File: src/rtl/cce_pkg.sv
// constants for the call / clear / complement execution unit
// assumes an 8-bit core with a 4-phase instruction cycle, one clock per phase
package cce_pkg;

  // ==========================================================
  // widths
  localparam int PC_W = 21;
  localparam int DADDR_W = 12;
  localparam int STAT_W = 5;

  // ==========================================================
  // opcode fields
  localparam logic [6:0] CALL_OP1 = 7'h76;
  localparam logic [3:0] CALL_OP2 = 4'hf;
  localparam logic [6:0] CLR_FILE_OP = 7'h35;
  localparam logic [5:0] COMP_FILE_OP = 6'h07;
  localparam logic [15:0] CLR_WDOG_OP = 16'h0004;
  localparam int CALL_S_BIT = 8;
  localparam int ACC_BIT = 8;
  localparam int DEST_BIT = 9;

  // ==========================================================
  // addressing
  localparam logic [7:0] ILO_MAX_F = 8'h5f;
  localparam logic [7:0] ACCESS_SPLIT = 8'h60;
  localparam logic [3:0] ACCESS_HI_BANK = 4'hf;
  localparam logic [3:0] ACCESS_LO_BANK = 4'h0;

  // ==========================================================
  // program counter and status
  localparam logic [PC_W-1:0] PC_RET_OFS = 21'h000004;
  localparam logic [PC_W-1:0] PC_STEP = 21'h000002;
  localparam logic [PC_W-1:0] PC_RST = 21'h000000;
  localparam int STAT_N = 4;
  localparam int STAT_Z = 2;
  localparam logic [STAT_W-1:0] STAT_RST = 5'h00;
  localparam logic [7:0] W_RST = 8'h00;
  localparam logic [7:0] CLR_VALUE = 8'h00;
  localparam logic FLAG_RST = 1'b1;

  // ==========================================================
  // phases of one instruction cycle
  localparam logic [1:0] PH_Q1 = 2'h0;
  localparam logic [1:0] PH_Q2 = 2'h1;
  localparam logic [1:0] PH_Q3 = 2'h2;
  localparam logic [1:0] PH_Q4 = 2'h3;

  typedef enum logic {
    ST_EXEC,
    ST_CALL2
  } cce_state_t;

endpackage : cce_pkg
File: src/rtl/cce_addr_if.sv
// file-address request and answer between the executer and the address generator
// assumes both ends sit in the same clock domain
`timescale 1ns/1ps
interface cce_addr_if;
  logic [7:0] f;
  logic acc;
  logic [3:0] bank;
  logic [11:0] fsr2;
  logic ext_en;
  logic [11:0] addr;

  modport gen (input f, input acc, input bank, input fsr2, input ext_en, output addr);
  modport user (output f, output acc, output bank, output fsr2, output ext_en, input addr);
endinterface : cce_addr_if

File: src/rtl/cce_addr_gen.sv
// data-memory address for file-register instructions
// assumes inputs are stable for the phase in which the address is taken
`timescale 1ns/1ps
module cce_addr_gen
  import cce_pkg::*;
(
  cce_addr_if.gen ai
);

  // ==========================================================
  // address select
  always_comb begin
    if (ai.acc) begin
      ai.addr = {ai.bank, ai.f};
    end else if (ai.ext_en && (ai.f <= ILO_MAX_F)) begin
      ai.addr = ai.fsr2 + {4'h0, ai.f};
    end else if (ai.f >= ACCESS_SPLIT) begin
      ai.addr = {ACCESS_HI_BANK, ai.f};
    end else begin
      ai.addr = {ACCESS_LO_BANK, ai.f};
    end
  end

endmodule : cce_addr_gen

File: src/rtl/cce_exec.sv
// execution of call, clear-file, clear-watchdog and complement-file
// assumes instr_i and instr2_i hold the current and next program words during Q1
`timescale 1ns/1ps
module cce_exec
  import cce_pkg::*;
(
  input wire logic ref_clk_i,
  input wire logic nrst_i,
  input wire logic [15:0] instr_i,
  input wire logic [15:0] instr2_i,
  input wire logic [3:0] bank_select_register_i,
  input wire logic [11:0] fsr2_i,
  input wire logic ext_instr_en_i,
  input wire logic [7:0] mem_rdata_i,
  output logic [1:0] phase_o,
  output logic cycle_start_o,
  output logic [PC_W-1:0] pc_o,
  output logic stack_push_o,
  output logic [PC_W-1:0] return_stack_top_o,
  output logic [DADDR_W-1:0] mem_addr_o,
  output logic mem_rd_o,
  output logic mem_we_o,
  output logic [7:0] mem_wdata_o,
  output logic [7:0] w_o,
  output logic [STAT_W-1:0] status_o,
  output logic [7:0] working_shadow_o,
  output logic [STAT_W-1:0] status_shadow_o,
  output logic [3:0] bank_select_shadow_o,
  output logic watchdog_clear_o,
  output logic timeout_flag_n_o,
  output logic powerdown_flag_n_o
);

  // ==========================================================
  // state
  cce_state_t state, next_state;
  logic [1:0] phase, next_phase;
  logic [15:0] ir, next_ir;
  logic [15:0] ir2, next_ir2;
  logic [7:0] lit_lo, next_lit_lo;
  logic [7:0] opnd, next_opnd;
  logic [7:0] wdata, next_wdata;
  logic [DADDR_W-1:0] addr, next_addr;
  logic [PC_W-1:0] pc, next_pc;
  logic [PC_W-1:0] ret, next_ret;
  logic [7:0] w, next_w;
  logic [STAT_W-1:0] stat, next_stat;
  logic [7:0] w_shd, next_w_shd;
  logic [STAT_W-1:0] ss, next_ss;
  logic [3:0] bs, next_bs;
  logic tmo_n, next_tmo_n;
  logic pwd_n, next_pwd_n;
  logic exec, is_call, is_clr_file, is_comp_file, is_clr_wdog;

  cce_addr_if ai();

  assign ai.f = instr_i[7:0];
  assign ai.acc = instr_i[ACC_BIT];
  assign ai.bank = bank_select_register_i;
  assign ai.fsr2 = fsr2_i;
  assign ai.ext_en = ext_instr_en_i;

  cce_addr_gen u_addr_gen (
    .ai(ai)
  );

  // ==========================================================
  // decode
  assign exec = (state == ST_EXEC);
  assign is_call = exec && (ir[15:9] == CALL_OP1) && (ir2[15:12] == CALL_OP2);
  assign is_clr_file = exec && (ir[15:9] == CLR_FILE_OP);
  assign is_comp_file = exec && (ir[15:10] == COMP_FILE_OP);
  assign is_clr_wdog = exec && (ir == CLR_WDOG_OP);

  // ==========================================================
  // next values
  always_comb begin
    next_state = state;
    next_phase = phase + 2'h1;
    next_ir = ir;
    next_ir2 = ir2;
    next_lit_lo = lit_lo;
    next_opnd = opnd;
    next_wdata = wdata;
    next_addr = addr;
    next_pc = pc;
    next_ret = ret;
    next_w = w;
    next_stat = stat;
    next_w_shd = w_shd;
    next_ss = ss;
    next_bs = bs;
    next_tmo_n = tmo_n;
    next_pwd_n = pwd_n;
    case (phase)
      PH_Q1: begin
        if (exec) begin
          next_ir = instr_i;
          next_ir2 = instr2_i;
          next_addr = ai.addr;
        end
      end
      PH_Q2: begin
        if (is_call) begin
          next_lit_lo = ir[7:0];
          next_ret = pc + PC_RET_OFS;
        end
        if (is_clr_file || is_comp_file) begin
          next_opnd = mem_rdata_i;
        end
      end
      PH_Q3: begin
        if (is_call && ir[CALL_S_BIT]) begin
          next_w_shd = w;
          next_ss = stat;
          next_bs = bank_select_register_i;
        end
        if (is_clr_file) begin
          next_wdata = CLR_VALUE;
        end
        if (is_comp_file) begin
          next_wdata = ~opnd;
        end
        if (is_clr_wdog) begin
          next_tmo_n = 1'b1;
          next_pwd_n = 1'b1;
        end
      end
      PH_Q4: begin
        if (is_call) begin
          next_pc = {ir2[11:0], lit_lo, 1'b0};
          next_state = ST_CALL2;
        end else if (exec) begin
          next_pc = pc + PC_STEP;
        end else begin
          next_state = ST_EXEC;
        end
        if (is_clr_file) begin
          next_stat[STAT_Z] = 1'b1;
        end
        if (is_comp_file) begin
          next_stat[STAT_N] = wdata[7];
          next_stat[STAT_Z] = (wdata == CLR_VALUE);
          // result to W when d clear
          if (!ir[DEST_BIT]) begin
            next_w = wdata;
          end
        end
      end
      default: next_phase = PH_Q1;
    endcase
  end

  always_ff @(posedge ref_clk_i) begin
    if (!nrst_i) begin
      state <= ST_EXEC;
      phase <= PH_Q1;
      ir <= 16'h0000;
      ir2 <= 16'h0000;
      lit_lo <= 8'h00;
      opnd <= 8'h00;
      wdata <= 8'h00;
      addr <= 12'h000;
      pc <= PC_RST;
      ret <= PC_RST;
      w <= W_RST;
      stat <= STAT_RST;
      w_shd <= W_RST;
      ss <= STAT_RST;
      bs <= 4'h0;
      tmo_n <= FLAG_RST;
      pwd_n <= FLAG_RST;
    end else begin
      state <= next_state;
      phase <= next_phase;
      ir <= next_ir;
      ir2 <= next_ir2;
      lit_lo <= next_lit_lo;
      opnd <= next_opnd;
      wdata <= next_wdata;
      addr <= next_addr;
      pc <= next_pc;
      ret <= next_ret;
      w <= next_w;
      stat <= next_stat;
      w_shd <= next_w_shd;
      ss <= next_ss;
      bs <= next_bs;
      tmo_n <= next_tmo_n;
      pwd_n <= next_pwd_n;
    end
  end

  // ==========================================================
  // outputs
  assign phase_o = phase;
  assign cycle_start_o = exec && (phase == PH_Q1);
  assign pc_o = pc;
  assign stack_push_o = is_call && (phase == PH_Q3);
  assign return_stack_top_o = ret;
  assign mem_addr_o = addr;
  assign mem_rd_o = (is_clr_file || is_comp_file) && (phase == PH_Q2);
  assign mem_we_o = (is_clr_file || (is_comp_file && ir[DEST_BIT])) && (phase == PH_Q4);
  assign mem_wdata_o = wdata;
  assign w_o = w;
  assign status_o = stat;
  assign working_shadow_o = w_shd;
  assign status_shadow_o = ss;
  assign bank_select_shadow_o = bs;
  assign watchdog_clear_o = is_clr_wdog && (phase == PH_Q3);
  assign timeout_flag_n_o = tmo_n;
  assign powerdown_flag_n_o = pwd_n;

  // ==========================================================
  // checks
  a_call_two_cycles: assert property (
    @(posedge ref_clk_i) disable iff (!nrst_i)
    (is_call && phase == PH_Q4) |=> (state == ST_CALL2) [*4] ##1 (state == ST_EXEC))
    else $error("call did not take exactly two cycles");
  a_push_address: assert property (
    @(posedge ref_clk_i) disable iff (!nrst_i)
    stack_push_o |-> (return_stack_top_o == pc_o + PC_RET_OFS))
    else $error("pushed return address wrong");
  a_shadow_copy: assert property (
    @(posedge ref_clk_i) disable iff (!nrst_i)
    (stack_push_o && ir[CALL_S_BIT]) |=> (working_shadow_o == $past(w_o))
      && (status_shadow_o == $past(status_o))
      && (bank_select_shadow_o == $past(bank_select_register_i)))
    else $error("shadow registers not copied");
  a_shadow_hold: assert property (
    @(posedge ref_clk_i) disable iff (!nrst_i)
    (stack_push_o && !ir[CALL_S_BIT]) |=> $stable(working_shadow_o)
      && $stable(status_shadow_o) && $stable(bank_select_shadow_o))
    else $error("shadow registers changed with s clear");
  a_call_target: assert property (
    @(posedge ref_clk_i) disable iff (!nrst_i)
    (is_call && phase == PH_Q4) |=> (pc_o == {ir2[11:0], ir[7:0], 1'b0}))
    else $error("call target not loaded");
  a_clear_zero: assert property (
    @(posedge ref_clk_i) disable iff (!nrst_i)
    (is_clr_file && phase == PH_Q4) |-> mem_we_o && (mem_wdata_o == CLR_VALUE)
      ##1 status_o[STAT_Z])
    else $error("clear-file result or zero flag wrong");
  a_banked_addr: assert property (
    @(posedge ref_clk_i) disable iff (!nrst_i)
    (exec && phase == PH_Q1 && instr_i[ACC_BIT]) |=>
      (mem_addr_o == {$past(bank_select_register_i), ir[7:0]}))
    else $error("banked address wrong");
  a_indexed_addr: assert property (
    @(posedge ref_clk_i) disable iff (!nrst_i)
    (exec && phase == PH_Q1 && !instr_i[ACC_BIT] && ext_instr_en_i
      && instr_i[7:0] <= ILO_MAX_F) |=>
      (mem_addr_o == 12'($past(fsr2_i) + {4'h0, ir[7:0]})))
    else $error("indexed literal offset address wrong");
  a_wdog_flags: assert property (
    @(posedge ref_clk_i) disable iff (!nrst_i)
    watchdog_clear_o |=> timeout_flag_n_o && powerdown_flag_n_o)
    else $error("watchdog flags not set");
  a_comp_value: assert property (
    @(posedge ref_clk_i) disable iff (!nrst_i)
    (is_comp_file && phase == PH_Q4) |-> (mem_wdata_o == ~opnd)
      ##1 (status_o[STAT_Z] == ($past(mem_wdata_o) == CLR_VALUE))
      && (status_o[STAT_N] == $past(mem_wdata_o[7])))
    else $error("complement result or flags wrong");
  a_comp_dest: assert property (
    @(posedge ref_clk_i) disable iff (!nrst_i)
    (is_comp_file && phase == PH_Q4) |-> (mem_we_o == ir[DEST_BIT])
      ##1 (ir[DEST_BIT] ? $stable(w_o) : (w_o == mem_wdata_o)))
    else $error("complement destination wrong");
  a_read_phase: assert property (
    @(posedge ref_clk_i) disable iff (!nrst_i)
    mem_rd_o |-> (phase == PH_Q2) ##2 (mem_we_o == (is_clr_file || ir[DEST_BIT])))
    else $error("file access phase wrong");

endmodule : cce_exec

File: config.mk
export PLATFORM = sky130hd
export DESIGN_NAME = cce_exec
export DESIGN_NICKNAME = d
export VERILOG_FILES = /design/src/rtl/cce_pkg.sv /design/src/rtl/cce_addr_if.sv /design/src/rtl/cce_addr_gen.sv /design/src/rtl/cce_exec.sv
export SDC_FILE = /design/constraint.sdc
export NUM_CORES = 1
export LEC_CHECK = 0
export BUFFER_PORTS_ARGS = -buffer_cell sky130_fd_sc_hd__buf_2
export CORE_MARGIN = 2
export CORE_UTILIZATION = 50
export DETAILED_ROUTE_END_ITERATION = 10
export PLACE_DENSITY = 0.85
export REMOVE_ABC_BUFFERS = 1
export SETUP_SLACK_MARGIN = 0.5
export SYNTH_ARGS = -nofsm -noshare
export SYNTH_HDL_FRONTEND = slang
export SYNTH_SLANG_ARGS = --single-unit
File: constraint.sdc
create_clock -name ref_clk_i -period 2.96 [get_ports ref_clk_i]
set_input_delay 0.888 -clock ref_clk_i [delete_from_list [all_inputs] [get_ports ref_clk_i]]
set_output_delay 0.888 -clock ref_clk_i [all_outputs]
set_load 0.1 [all_outputs]
==> results of run 1 <==
[final timing paths]
path | endpoint | slack, ns | cells after the start
setup / recovery | mem_we_o | 0.17 | 4
hold / removal | return_stack_top_o[1] | 0.45 | 2
setup reg to reg | pc_o[5] | 0.61 | 6
hold reg to reg | return_stack_top_o[1] | 0.45 | 2
[sequential cells by signal, indices dropped and copies added, names as in the netlist, 2 cells and up]
signal / count
bank_select_shadow_o: 4
ir: 16
ir2: 16
lit_lo: 8
mem_addr_o: 12
mem_wdata_o: 8
opnd: 8
pc_o: 20
phase_o: 2
return_stack_top_o: 20
status_o: 2
status_shadow_o: 2
w_o: 8
working_shadow_o: 8
[worst reg2reg max path, cell delays in order, from the launching register on]
cell and delay (ns):
dfxtp_4 0.36, nand4b_1 0.22, buf_4 0.18, or3_1 0.74, mux2_4 0.46, a22oi_1 0.20, nor2_1 0.06
[timing repair]
action | 4_1_cts | 5_1_grt
pin swaps | 9 | 3
setup endpoints to repair | 5 | 6
buffers inserted | 13 | 3
hold endpoints to repair | 0 | 0
gates resized for setup | 27 | 6
[layout make-up]
type                            count  area (um^2)
Inverter                           14         56.3
Antenna cell                        1         2.50
Sequential cell                   135         2720
Multi-Input combinational cell    586         3390
Tap cell                          172          215
Clock inverter                     12          221
Fill cell                        1084         4440
Timing Repair Buffer              173         1000
Clock buffer                       20          467
[cell usage in the layout (no fill, tap or decap), drive strengths merged, types with 2 or more instances in the layout]
cell    instances
buf           173
nand2         147
dfxtp         135
a21oi         107
nor2           65
o21ai          33
nand3          25
a211oi         23
clkbuf         20
mux2i          17
ha             14
nor3           14
inv            13
nand4          12
xor2           12
conb           10
and3           10
xnor2           8
nor4            8
nand2b          7
a21o            7
clkinv          7
and2            6
bufinv          6
or3             5
a311oi          5
nor2b           4
nand3b          4
nand4b          4
o22ai           3
o211ai          3
or4b            2
a31o            2
nor3b           2
a41oi           2
a211o           2
a31oi           2
o21a            2
mux2            2
[metrics by stage]
| step | power, mW | utilization [%] | instance area, um^2 |
|---|---|---|---|
| final | 5.03 | 64.5 | 8080 |
| after global routing | 5.19 | 64.5 | 8080 |
| after CTS | 5.03 | 64.2 | 8040 |
| after detailed placement | 2.59 | 57.3 | 7170 |
| after global placement | 2.58 | 57.3 | 7170 |
| after floorplan | 2.43 | - | 6090 |
[power breakdown]
group	leakage [nW]	switching [mW]	internal, mW
Clock	0.340	0.780	1.65
Combinational	2.02	0.494	0.177
Sequential	1.10	0.0521	1.88
[cells by family (layout without fill, tap and decap cells)]
kind of cell    count (synthesis)  in the layout  synth area share, %
simple gates                  319            319                 23.5
xor+xnor                       20             20                 2.76
compound gates                203            203                 19.4
mux                            19             19                 3.09
buf+inv                        75            219                 5.51
fa+ha+maj                      15             15                 3.07
other cells                     2             11                0.118
flops                         135            135                 42.5
[routing by layer]
layer	part of all wire (%)	up-vias	wire length [um]	track usage (%)
li1	-	3020	-	-
met4	1.7	0	294	9.65
met3	7.2	27	1270	7.42
met1	42	2884	7460	32.1
met5	0	-	0	0
met2	49	238	8530	44.2
==> impl_metrics.yaml, run 1 <==
worst_setup_path:
  worstPathRequired_ns: 2.07
  setup.worst_path.start: "ir[15]"
  cpPeakStageDelay_ns: 0.53
  end_kind: "output port"
  path_buf_inv: 1
  crit_path_cell_trace: "or4b_4 > o2bb2ai_4 > and3_4 > buf_12"
  crit_family: "simple AND/OR/NAND/NOR gates"
  cp-start-kind: "flop"
  cp_max_fo: 4
  rr_startpoint: "ir[9]"
  worstPathArrival_ns: 1.91
  crit_slowest_cell: "or4b_4"
  path_class: "reg2out"
clock_tree:
  hold_buffers: 0
  cts_buffer_depth: 2
  worstSkewPairLatency_ns: 0.41
  cts-root-buf: "clkbuf_16"
  cts_buffers: 17
  cts_tree: "done"
  htreeDepth: 4
  path_clk_slew_ns: 0.06
  cts_sinks: 135
sta:
  clock_skew_ns: 0.00673
  slew_viol_final: 0
  relSlewSlack_pct: 35.9
  timing.hold.ws_ns: 0.449
  finalCritPeriodShare_pct: 94.4
  finalHoldViolCount: 0
  layout_setup_ws_ns: 0.167
  worst_pin_slew_ns: 0.962
  setup_viol: 0
  fmaxAchievable_mhz: 358
  finalCriticalPeriod_ns: 2.79
  rsz0062_at_grt: "true"
  finalSetupTns_ns: 0
die:
  die_area_um2: 13600
  num_io_pins: 160
  row_count: 41
  die_w_um: 117
  core_um2: 12500
  initial_core_util_pct: 50.8
  die_y_um: 117
grt:
  grt_max_degree: 113
  grtUsageTotal_pct: 26.3
  antenna_found_initial: 1
  grt_pass1_wl_mm: 28.2
  grt_pass1_vias: 5728
  grt_overflow_total: 0
synth:
  yosys.area.top_type_share_pct: 42.5
  yosys-top-cells-count: "nand2_1 (146), dfxtp_1 (135), a21oi_1 (107), nor2_1 (64), clkbuf_1 (34)"
  yosys_most_used_dff: "dfxtp_1"
  yosysUniqueCellTypes: 65
  synth_most_common_cell: "nand2_1"
  avgSynthCellArea_um2: 8.06
  synth_edf_count: 0
  synthTopCellsByArea: "dfxtp_1 (43%), nand2_1 (8.6%), a21oi_1 (8.4%)"
  yosys.area.top_type: "dfxtp_1"
  synth_warnings: 0
  syn_area_um2: 6350
  synth-seq-cells: 135
  netlist_instances: 788
  async_flop_share_pct: 0
  synth-seq-area-share_pct: 42.5
power_and_ir_drop:
  p_per_area_nw_per_um2: 623
  p_leak_nw: 3.46
  vdd_drop_max_uv: 465
worst_hold_path:
  min_from: "return_stack_top_o[1]"
  hp-class: "reg2reg"
place:
  gp_congestion: 0.900
  port_buffers: 149
  numPlacedInstances: 1064
  preCtsSetupSlack_ns: 0.241
  hpwl_mm: 11.7
drt:
  antenna_left: 0
  vias: 6169
  drc: 0
  routed_via_density: 5.54
  drtPass1Iterations: 5
  drt_iter0_markers: 428
  wl_per_cell_um: 15.8
  wirelength_mm: 17.6
finish:
  area.growth.synth_to_final_pct: 27.1
  stdcell_count: 1113
  drive_gt1_share_pct: 25.4
  fin_nets: 1001
flow_run:
  maxCapViolCount: 0
outcome:
  status: "completed"
Note: power is estimated with default switching activity, not from simulation.
==> run 2: changes to the inputs <==
--- a/config.mk
+++ b/config.mk
@@ -6,12 +6,12 @@
 export NUM_CORES = 1
 export LEC_CHECK = 0
 export BUFFER_PORTS_ARGS = -buffer_cell sky130_fd_sc_hd__buf_2
-export CORE_MARGIN = 2
 export CORE_UTILIZATION = 50
 export DETAILED_ROUTE_END_ITERATION = 10
-export PLACE_DENSITY = 0.85
+export PLACE_DENSITY = 0.84
 export REMOVE_ABC_BUFFERS = 1
 export SETUP_SLACK_MARGIN = 0.5
 export SYNTH_ARGS = -nofsm -noshare
 export SYNTH_HDL_FRONTEND = slang
+export SYNTH_HIERARCHICAL = 1
 export SYNTH_SLANG_ARGS = --single-unit
==> impl_metrics.yaml, run 2 <==
clock_tree:
  htreeDepth: 4
  path_clk_slew_ns: 0.06
  cts_buffers: 17
  cts-root-buf: "clkbuf_16"
  hold_buffers: 0
  cts_buffer_depth: 2
  cts_tree: "done"
  worstSkewPairLatency_ns: 0.42
  cts_sinks: 135
grt:
  grtUsageMet3_pct: 5.94
  grt_max_degree: 48
  grt_pass1_vias: 6255
  met1_usage_pct: 36.2
  grt_overflow_total: 0
  antenna_found_initial: 2
  busiest_layer: "met2"
  grtUsageTotal_pct: 27.7
  grt_pass1_wl_mm: 31.4
  globalRouteMet2Util_pct: 44.0
worst_setup_path:
  worstPathArrival_ns: 1.78
  end_kind: "output port"
  path_buf_inv: 1
  cpPeakStageDelay_ns: 0.39
  crit_slowest_cell: "nor4_4"
  r2r_setup_slack_ns: 0.77
  path_class: "reg2out"
  cp_common_cell: "nor4_4"
  cp-start-kind: "flop"
  cp_max_fo: 5
  worstPathRequired_ns: 2.07
  crit_path_cell_trace: "nor4_4 > nand3_2 > nor4_4 > buf_12"
  crit_family: "simple AND/OR/NAND/NOR gates"
drt:
  vias: 6776
  wl_per_cell_um: 16.6
  antenna_left: 0
  drtPass1Iterations: 5
  routed_via_density: 5.81
  drt_iter0_markers: 599
  wirelength_mm: 19.4
  drc: 0
synth:
  yosys_most_used_dff: "dfxtp_1"
  syn_area_um2: 6830
  yosys.area.top_type_share_pct: 39.6
  yosys.area.top_type: "dfxtp_1"
  yosys-top-cells-count: "nand2_1 (149), dfxtp_1 (135), a21oi_1 (97), clkbuf_1 (41), o21ai_0 (39)"
  synth-seq-cells: 135
  synth_most_common_cell: "nand2_1"
  async_flop_share_pct: 0
  synth_edf_count: 0
  synth-seq-area-share_pct: 39.6
  netlist_instances: 841
  synth_warnings: 6
  avgSynthCellArea_um2: 8.12
  yosysUniqueCellTypes: 76
  synthTopCellsByArea: "dfxtp_1 (40%), nand2_1 (8.2%), a21oi_1 (7.1%)"
outcome:
  status: "completed"
sta:
  worst_pin_slew_ns: 0.698
  fmaxAchievable_mhz: 375
  setup_viol: 0
  slew_viol_final: 0
  layout_setup_ws_ns: 0.291
  relSlewSlack_pct: 53.1
  rsz0062_at_grt: "true"
  clock_skew_ns: 0.00808
  finalHoldViolCount: 0
  finalCritPeriodShare_pct: 90.2
  finalCriticalPeriod_ns: 2.67
die:
  core_um2: 13300
  num_io_pins: 160
  die_w_um: 119
  die_area_um2: 14100
  die_y_um: 119
  initial_core_util_pct: 51.4
  row_count: 42
finish:
  area.growth.synth_to_final_pct: 24.9
  fin_nets: 1051
  stdcell_count: 1167
  final_common_cell: "nand2_1"
  final_cell_mix: "nand2_1 (149), buf_2 (144), dfxtp_1 (125)"
  drive_gt1_share_pct: 26.5
  fillers: 1124
place:
  port_buffers: 149
  gp_congestion: 0.897
  numPlacedInstances: 1118
  hpwl_mm: 12.6
  preCtsSetupSlack_ns: 0.226
power_and_ir_drop:
  p_leak_nw: 3.64
  vdd_drop_max_uv: 411
  p_per_area_nw_per_um2: 535
flow_run:
  maxCapViolCount: 0
worst_hold_path:
  hp-class: "reg2reg"
## run 2: cell count changes in the layout (fill, tap and decap cells not counted), moves of 11 or more
cell      change
nor2_1       -27
nand3_1      -12
nor4_1       +13
nand4_1      +12
o21ai_0      +11
a21boi_0     +16
mux2i_1      -12
o21a_1       +19
## run 2: worst paths after layout
| check | depth (start not counted) | endpoint | from |
|---|---|---|---|
| worst min register to register | 2 | return_stack_top_o[3] | return_stack_top_o[3] |
| worst min-delay path | 2 | return_stack_top_o[3] | return_stack_top_o[3] |
| worst max-delay path | 4 | watchdog_clear_o | ir[15] |
| worst max register to register | 5 | pc_o[16] | pc_o[3] |
## run 2: cells by family (layout without fill, tap and decap cells)
kind of cell    Yosys count  after routing  synth area share (%)
compound gates          243            243                  22.5
buf+inv                  91            232                  6.30
flops                   135            135                  39.6
fa+ha+maj                15             15                  2.86
other cells               2             11                 0.110
simple gates            324            324                  24.3
mux                      13             13                  2.05
xor+xnor                 18             18                  2.31
## run 2: area by class of cell
cell class	instances	area [um^2]	area share, %
sequential	135	2720	31.9
tap	176	220	2.58
clock inverter	2	10.0	0.117
multi-input combinational	623	3850	45.1
clock buffer	30	534	6.27
timing repair buffer	185	1130	13.3
antenna	1	2.50	0.0294
inverter	15	58.8	0.690
## run 2: routing by layer
metal | vias up | routed length [um] | part of all wire, %
met5 | - | 13 | 0.067
met4 | 2 | 437 | 2.3
met3 | 36 | 1360 | 7.0
met2 | 298 | 9110 | 47
met1 | 3161 | 8480 | 44
li1 | 3279 | - | -
## run 2: report_power, final
part / total (mW) / switching (mW) / internal, mW / leakage (nW)
clock network: 1.95 / 0.745 / 1.20 / 0.269
registers: 1.93 / 0.0533 / 1.88 / 1.10
logic: 0.687 / 0.491 / 0.195 / 2.27
total: 4.56 / 1.29 / 3.28 / 3.64
## run 2: what timing repair did
action | 4_1_cts | 5_1_grt
buffers inserted | 11 | 4
gates resized for setup | 32 | 6
gates cloned | 1 | 0
pin swaps | 8 | 5
endpoints found under the setup margin | 4 | 9
endpoints found under the hold margin | 0 | 0
## run 2: tightest hold or removal path, stage by stage (launching register included)
cell	delay [ns]
dfxtp_1	0.30
nand2_1	0.05
a21oi_1	0.05
## run 2: metrics by stage
step	utilization, %	hold WS, ns	power, mW	TNS (ns)	area (um^2)
global route	64.1	0.469	4.72	0	8530
CTS	63.7	0.451	4.57	0	8470
global placement	57.9	0.438	2.58	0	7690
floorplan	-	0.429	2.40	-42.46	6480
finish	64.1	0.449	4.56	0	8530
detailed placement	57.9	0.444	2.59	0	7690
==> run 3: changes to the inputs <==
--- a/config.mk
+++ b/config.mk
@@ -5,6 +5,7 @@
 export SDC_FILE = /design/constraint.sdc
 export NUM_CORES = 1
 export LEC_CHECK = 0
+export ABC_AREA = 1
 export BUFFER_PORTS_ARGS = -buffer_cell sky130_fd_sc_hd__buf_2
 export CORE_UTILIZATION = 50
 export DETAILED_ROUTE_END_ITERATION = 10
==> impl_metrics.yaml, run 3 <==
outcome:
  status: "completed"
drt:
  routed_via_density: 5.25
  drc: 0
  drtPass1Iterations: 5
  drt_iter0_markers: 482
  vias: 6685
  wl_per_cell_um: 13.7
  antenna_left: 0
  wirelength_mm: 17.4
clock_tree:
  cts-root-buf: "clkbuf_16"
  hold_buffers: 0
  cts_buffer_depth: 2
  worstSkewPairLatency_ns: 0.42
  cts_sinks: 135
  path_clk_slew_ns: 0.05
  htreeDepth: 4
  cts_tree: "done"
  cts_buffers: 17
finish:
  multi_input_area_um2: 3420
  fillers: 1144
  regArea_um2: 2720
  area.growth.synth_to_final_pct: 23.6
  stdcell_count: 1273
  fin_nets: 1163
  drive_gt1_share_pct: 22.0
  fin_util_pct: 64.1
  final_cell_mix: "nor2_1 (167), nand2_1 (148), buf_2 (144)"
  diodes: 0
  final_common_cell: "nor2_1"
synth:
  avgSynthCellArea_um2: 7.03
  synth-seq-cells: 135
  yosysUniqueCellTypes: 40
  synth_edf_count: 0
  yosys-top-cells-count: "nor2_1 (169), nand2_1 (152), dfxtp_1 (135), a21oi_1 (97), inv_1 (85)"
  syn_area_um2: 6630
  synth_most_common_cell: "nor2_1"
  synthTopCellsByArea: "dfxtp_1 (41%), nor2_1 (9.6%), nand2_1 (8.6%)"
  synth_warnings: 6
  synth-seq-area-share_pct: 40.8
  async_flop_share_pct: 0
  yosys.area.top_type: "dfxtp_1"
  yosys.area.top_type_share_pct: 40.8
  netlist_instances: 943
  yosys_most_used_dff: "dfxtp_1"
die:
  core_um2: 12800
  die_y_um: 117
  initial_core_util_pct: 51.9
  die_w_um: 117
  row_count: 41
  die_area_um2: 13700
  num_io_pins: 160
worst_setup_path:
  path_class: "reg2out"
  end_kind: "output port"
  worstPathRequired_ns: 2.07
  cp-start-kind: "flop"
  cp_max_fo: 4
  worstPathArrival_ns: 1.73
place:
  hpwl_mm: 12.0
  port_buffers: 149
  numPlacedInstances: 1235
  gp_congestion: 0.911
power_and_ir_drop:
  vdd_drop_max_uv: 477
  pwr-share-clk_pct: 41.2
  p_leak_nw: 3.68
  comb_power_share_pct: 16.2
  p_int_mw: 3.26
  swShare_pct: 29.1
  finalPower_mw: 4.60
  p_per_area_nw_per_um2: 562
  seqPwrFrac_pct: 42.5
  switching_power_mw: 1.34
sta:
  finalCriticalPeriod_ns: 2.62
  finalCritPeriodShare_pct: 88.5
  slew_viol_final: 0
  worst_pin_slew_ns: 0.552
  rsz0062_at_grt: "true"
  relSlewSlack_pct: 63.0
  fmaxAchievable_mhz: 382
  timing.hold.ws_ns: 0.441
  setup_viol: 0
  clock_skew_ns: 0.00934
  finalHoldViolCount: 0
grt:
  grt_overflow_total: 0
  busiest_layer: "met2"
  grt_max_degree: 57
  antenna_found_initial: 1
  grtUsageTotal_pct: 26.5
  grt_pass1_vias: 6044
  grt_pass1_wl_mm: 28.1
  globalRouteMet2Util_pct: 44.5
  met1_usage_pct: 32.3
  grtUsageMet3_pct: 6.02
worst_hold_path:
  hp-class: "reg2reg"
flow_run:
  maxCapViolCount: 0
## run 3: path summary, 6_finish.rpt
check,cells after the start,slack (ns),from,end
setup / recovery,7,0.34,ir[12],mem_we_o
hold reg to reg,2,0.44,bank_select_shadow_o[2],bank_select_shadow_o[2]
hold / removal,2,0.44,bank_select_shadow_o[2],bank_select_shadow_o[2]
setup reg to reg,10,0.89,phase_o[0],pc_o[10]
## run 3: power groups by stage
stage	clock (mW)	sequential (mW)	combinational, mW
after floorplan	0	2.16	0.347
after global placement	0	1.98	0.699
after detailed placement	0	1.99	0.710
after CTS	1.92	1.95	0.730
after global routing	2.01	1.97	0.809
final	1.90	1.96	0.747
## run 3: per-layer routing
| metal | up-vias | part of all wire [%] | routed length, um |
|---|---|---|---|
| met3 | 42 | 6.6 | 1140 |
| li1 | 3333 | - | - |
| met4 | 2 | 2.4 | 424 |
| met1 | 3045 | 43 | 7430 |
| met5 | - | 0.075 | 13 |
| met2 | 263 | 48 | 8390 |
## run 3: critical path, cell delays in order, from the launching register on
cell	delay [ns]
dfxtp_2	0.39
inv_1	0.10
nor3_2	0.18
nand2_1	0.14
nand2_4	0.14
nand2_4	0.06
nor2_4	0.13
buf_12	0.18
## run 3: metrics by stage
step / area, um^2 / setup slack (ns) / setup TNS, ns
finish: 8190 / 0.339 / 0
global route: 8190 / 0.259 / 0
CTS: 8110 / 0.281 / 0
detailed placement: 7440 / 0.359 / 0
global placement: 7440 / 0.392 / 0
floorplan: 6380 / -1.56 / -21.02
## run 3: cell type report
type                       instances  area share [%]
multi-input combinational        677            41.7
sequential                       135            33.2
timing repair buffer             168            11.7
clock buffer                      28            6.31
inverter                          90            4.31
tap                              172            2.63
clock inverter                     3           0.183
## run 3: repair_timing
action,4_1_cts,5_1_grt
buffers inserted,4,3
gates resized for setup,32,19
pin swaps,3,7
endpoints found under the setup margin,5,5
## run 3: kinds of logic after synthesis
group | synth area share [%]
and+or+nand+nor | 25.1
AOI/OAI and AO/OA | 18.5
adders and majority gates | 2.95
xor gates and xnor gates | 3.17
other | 0.113
buffers and inverters | 9.29
DFF | 40.8
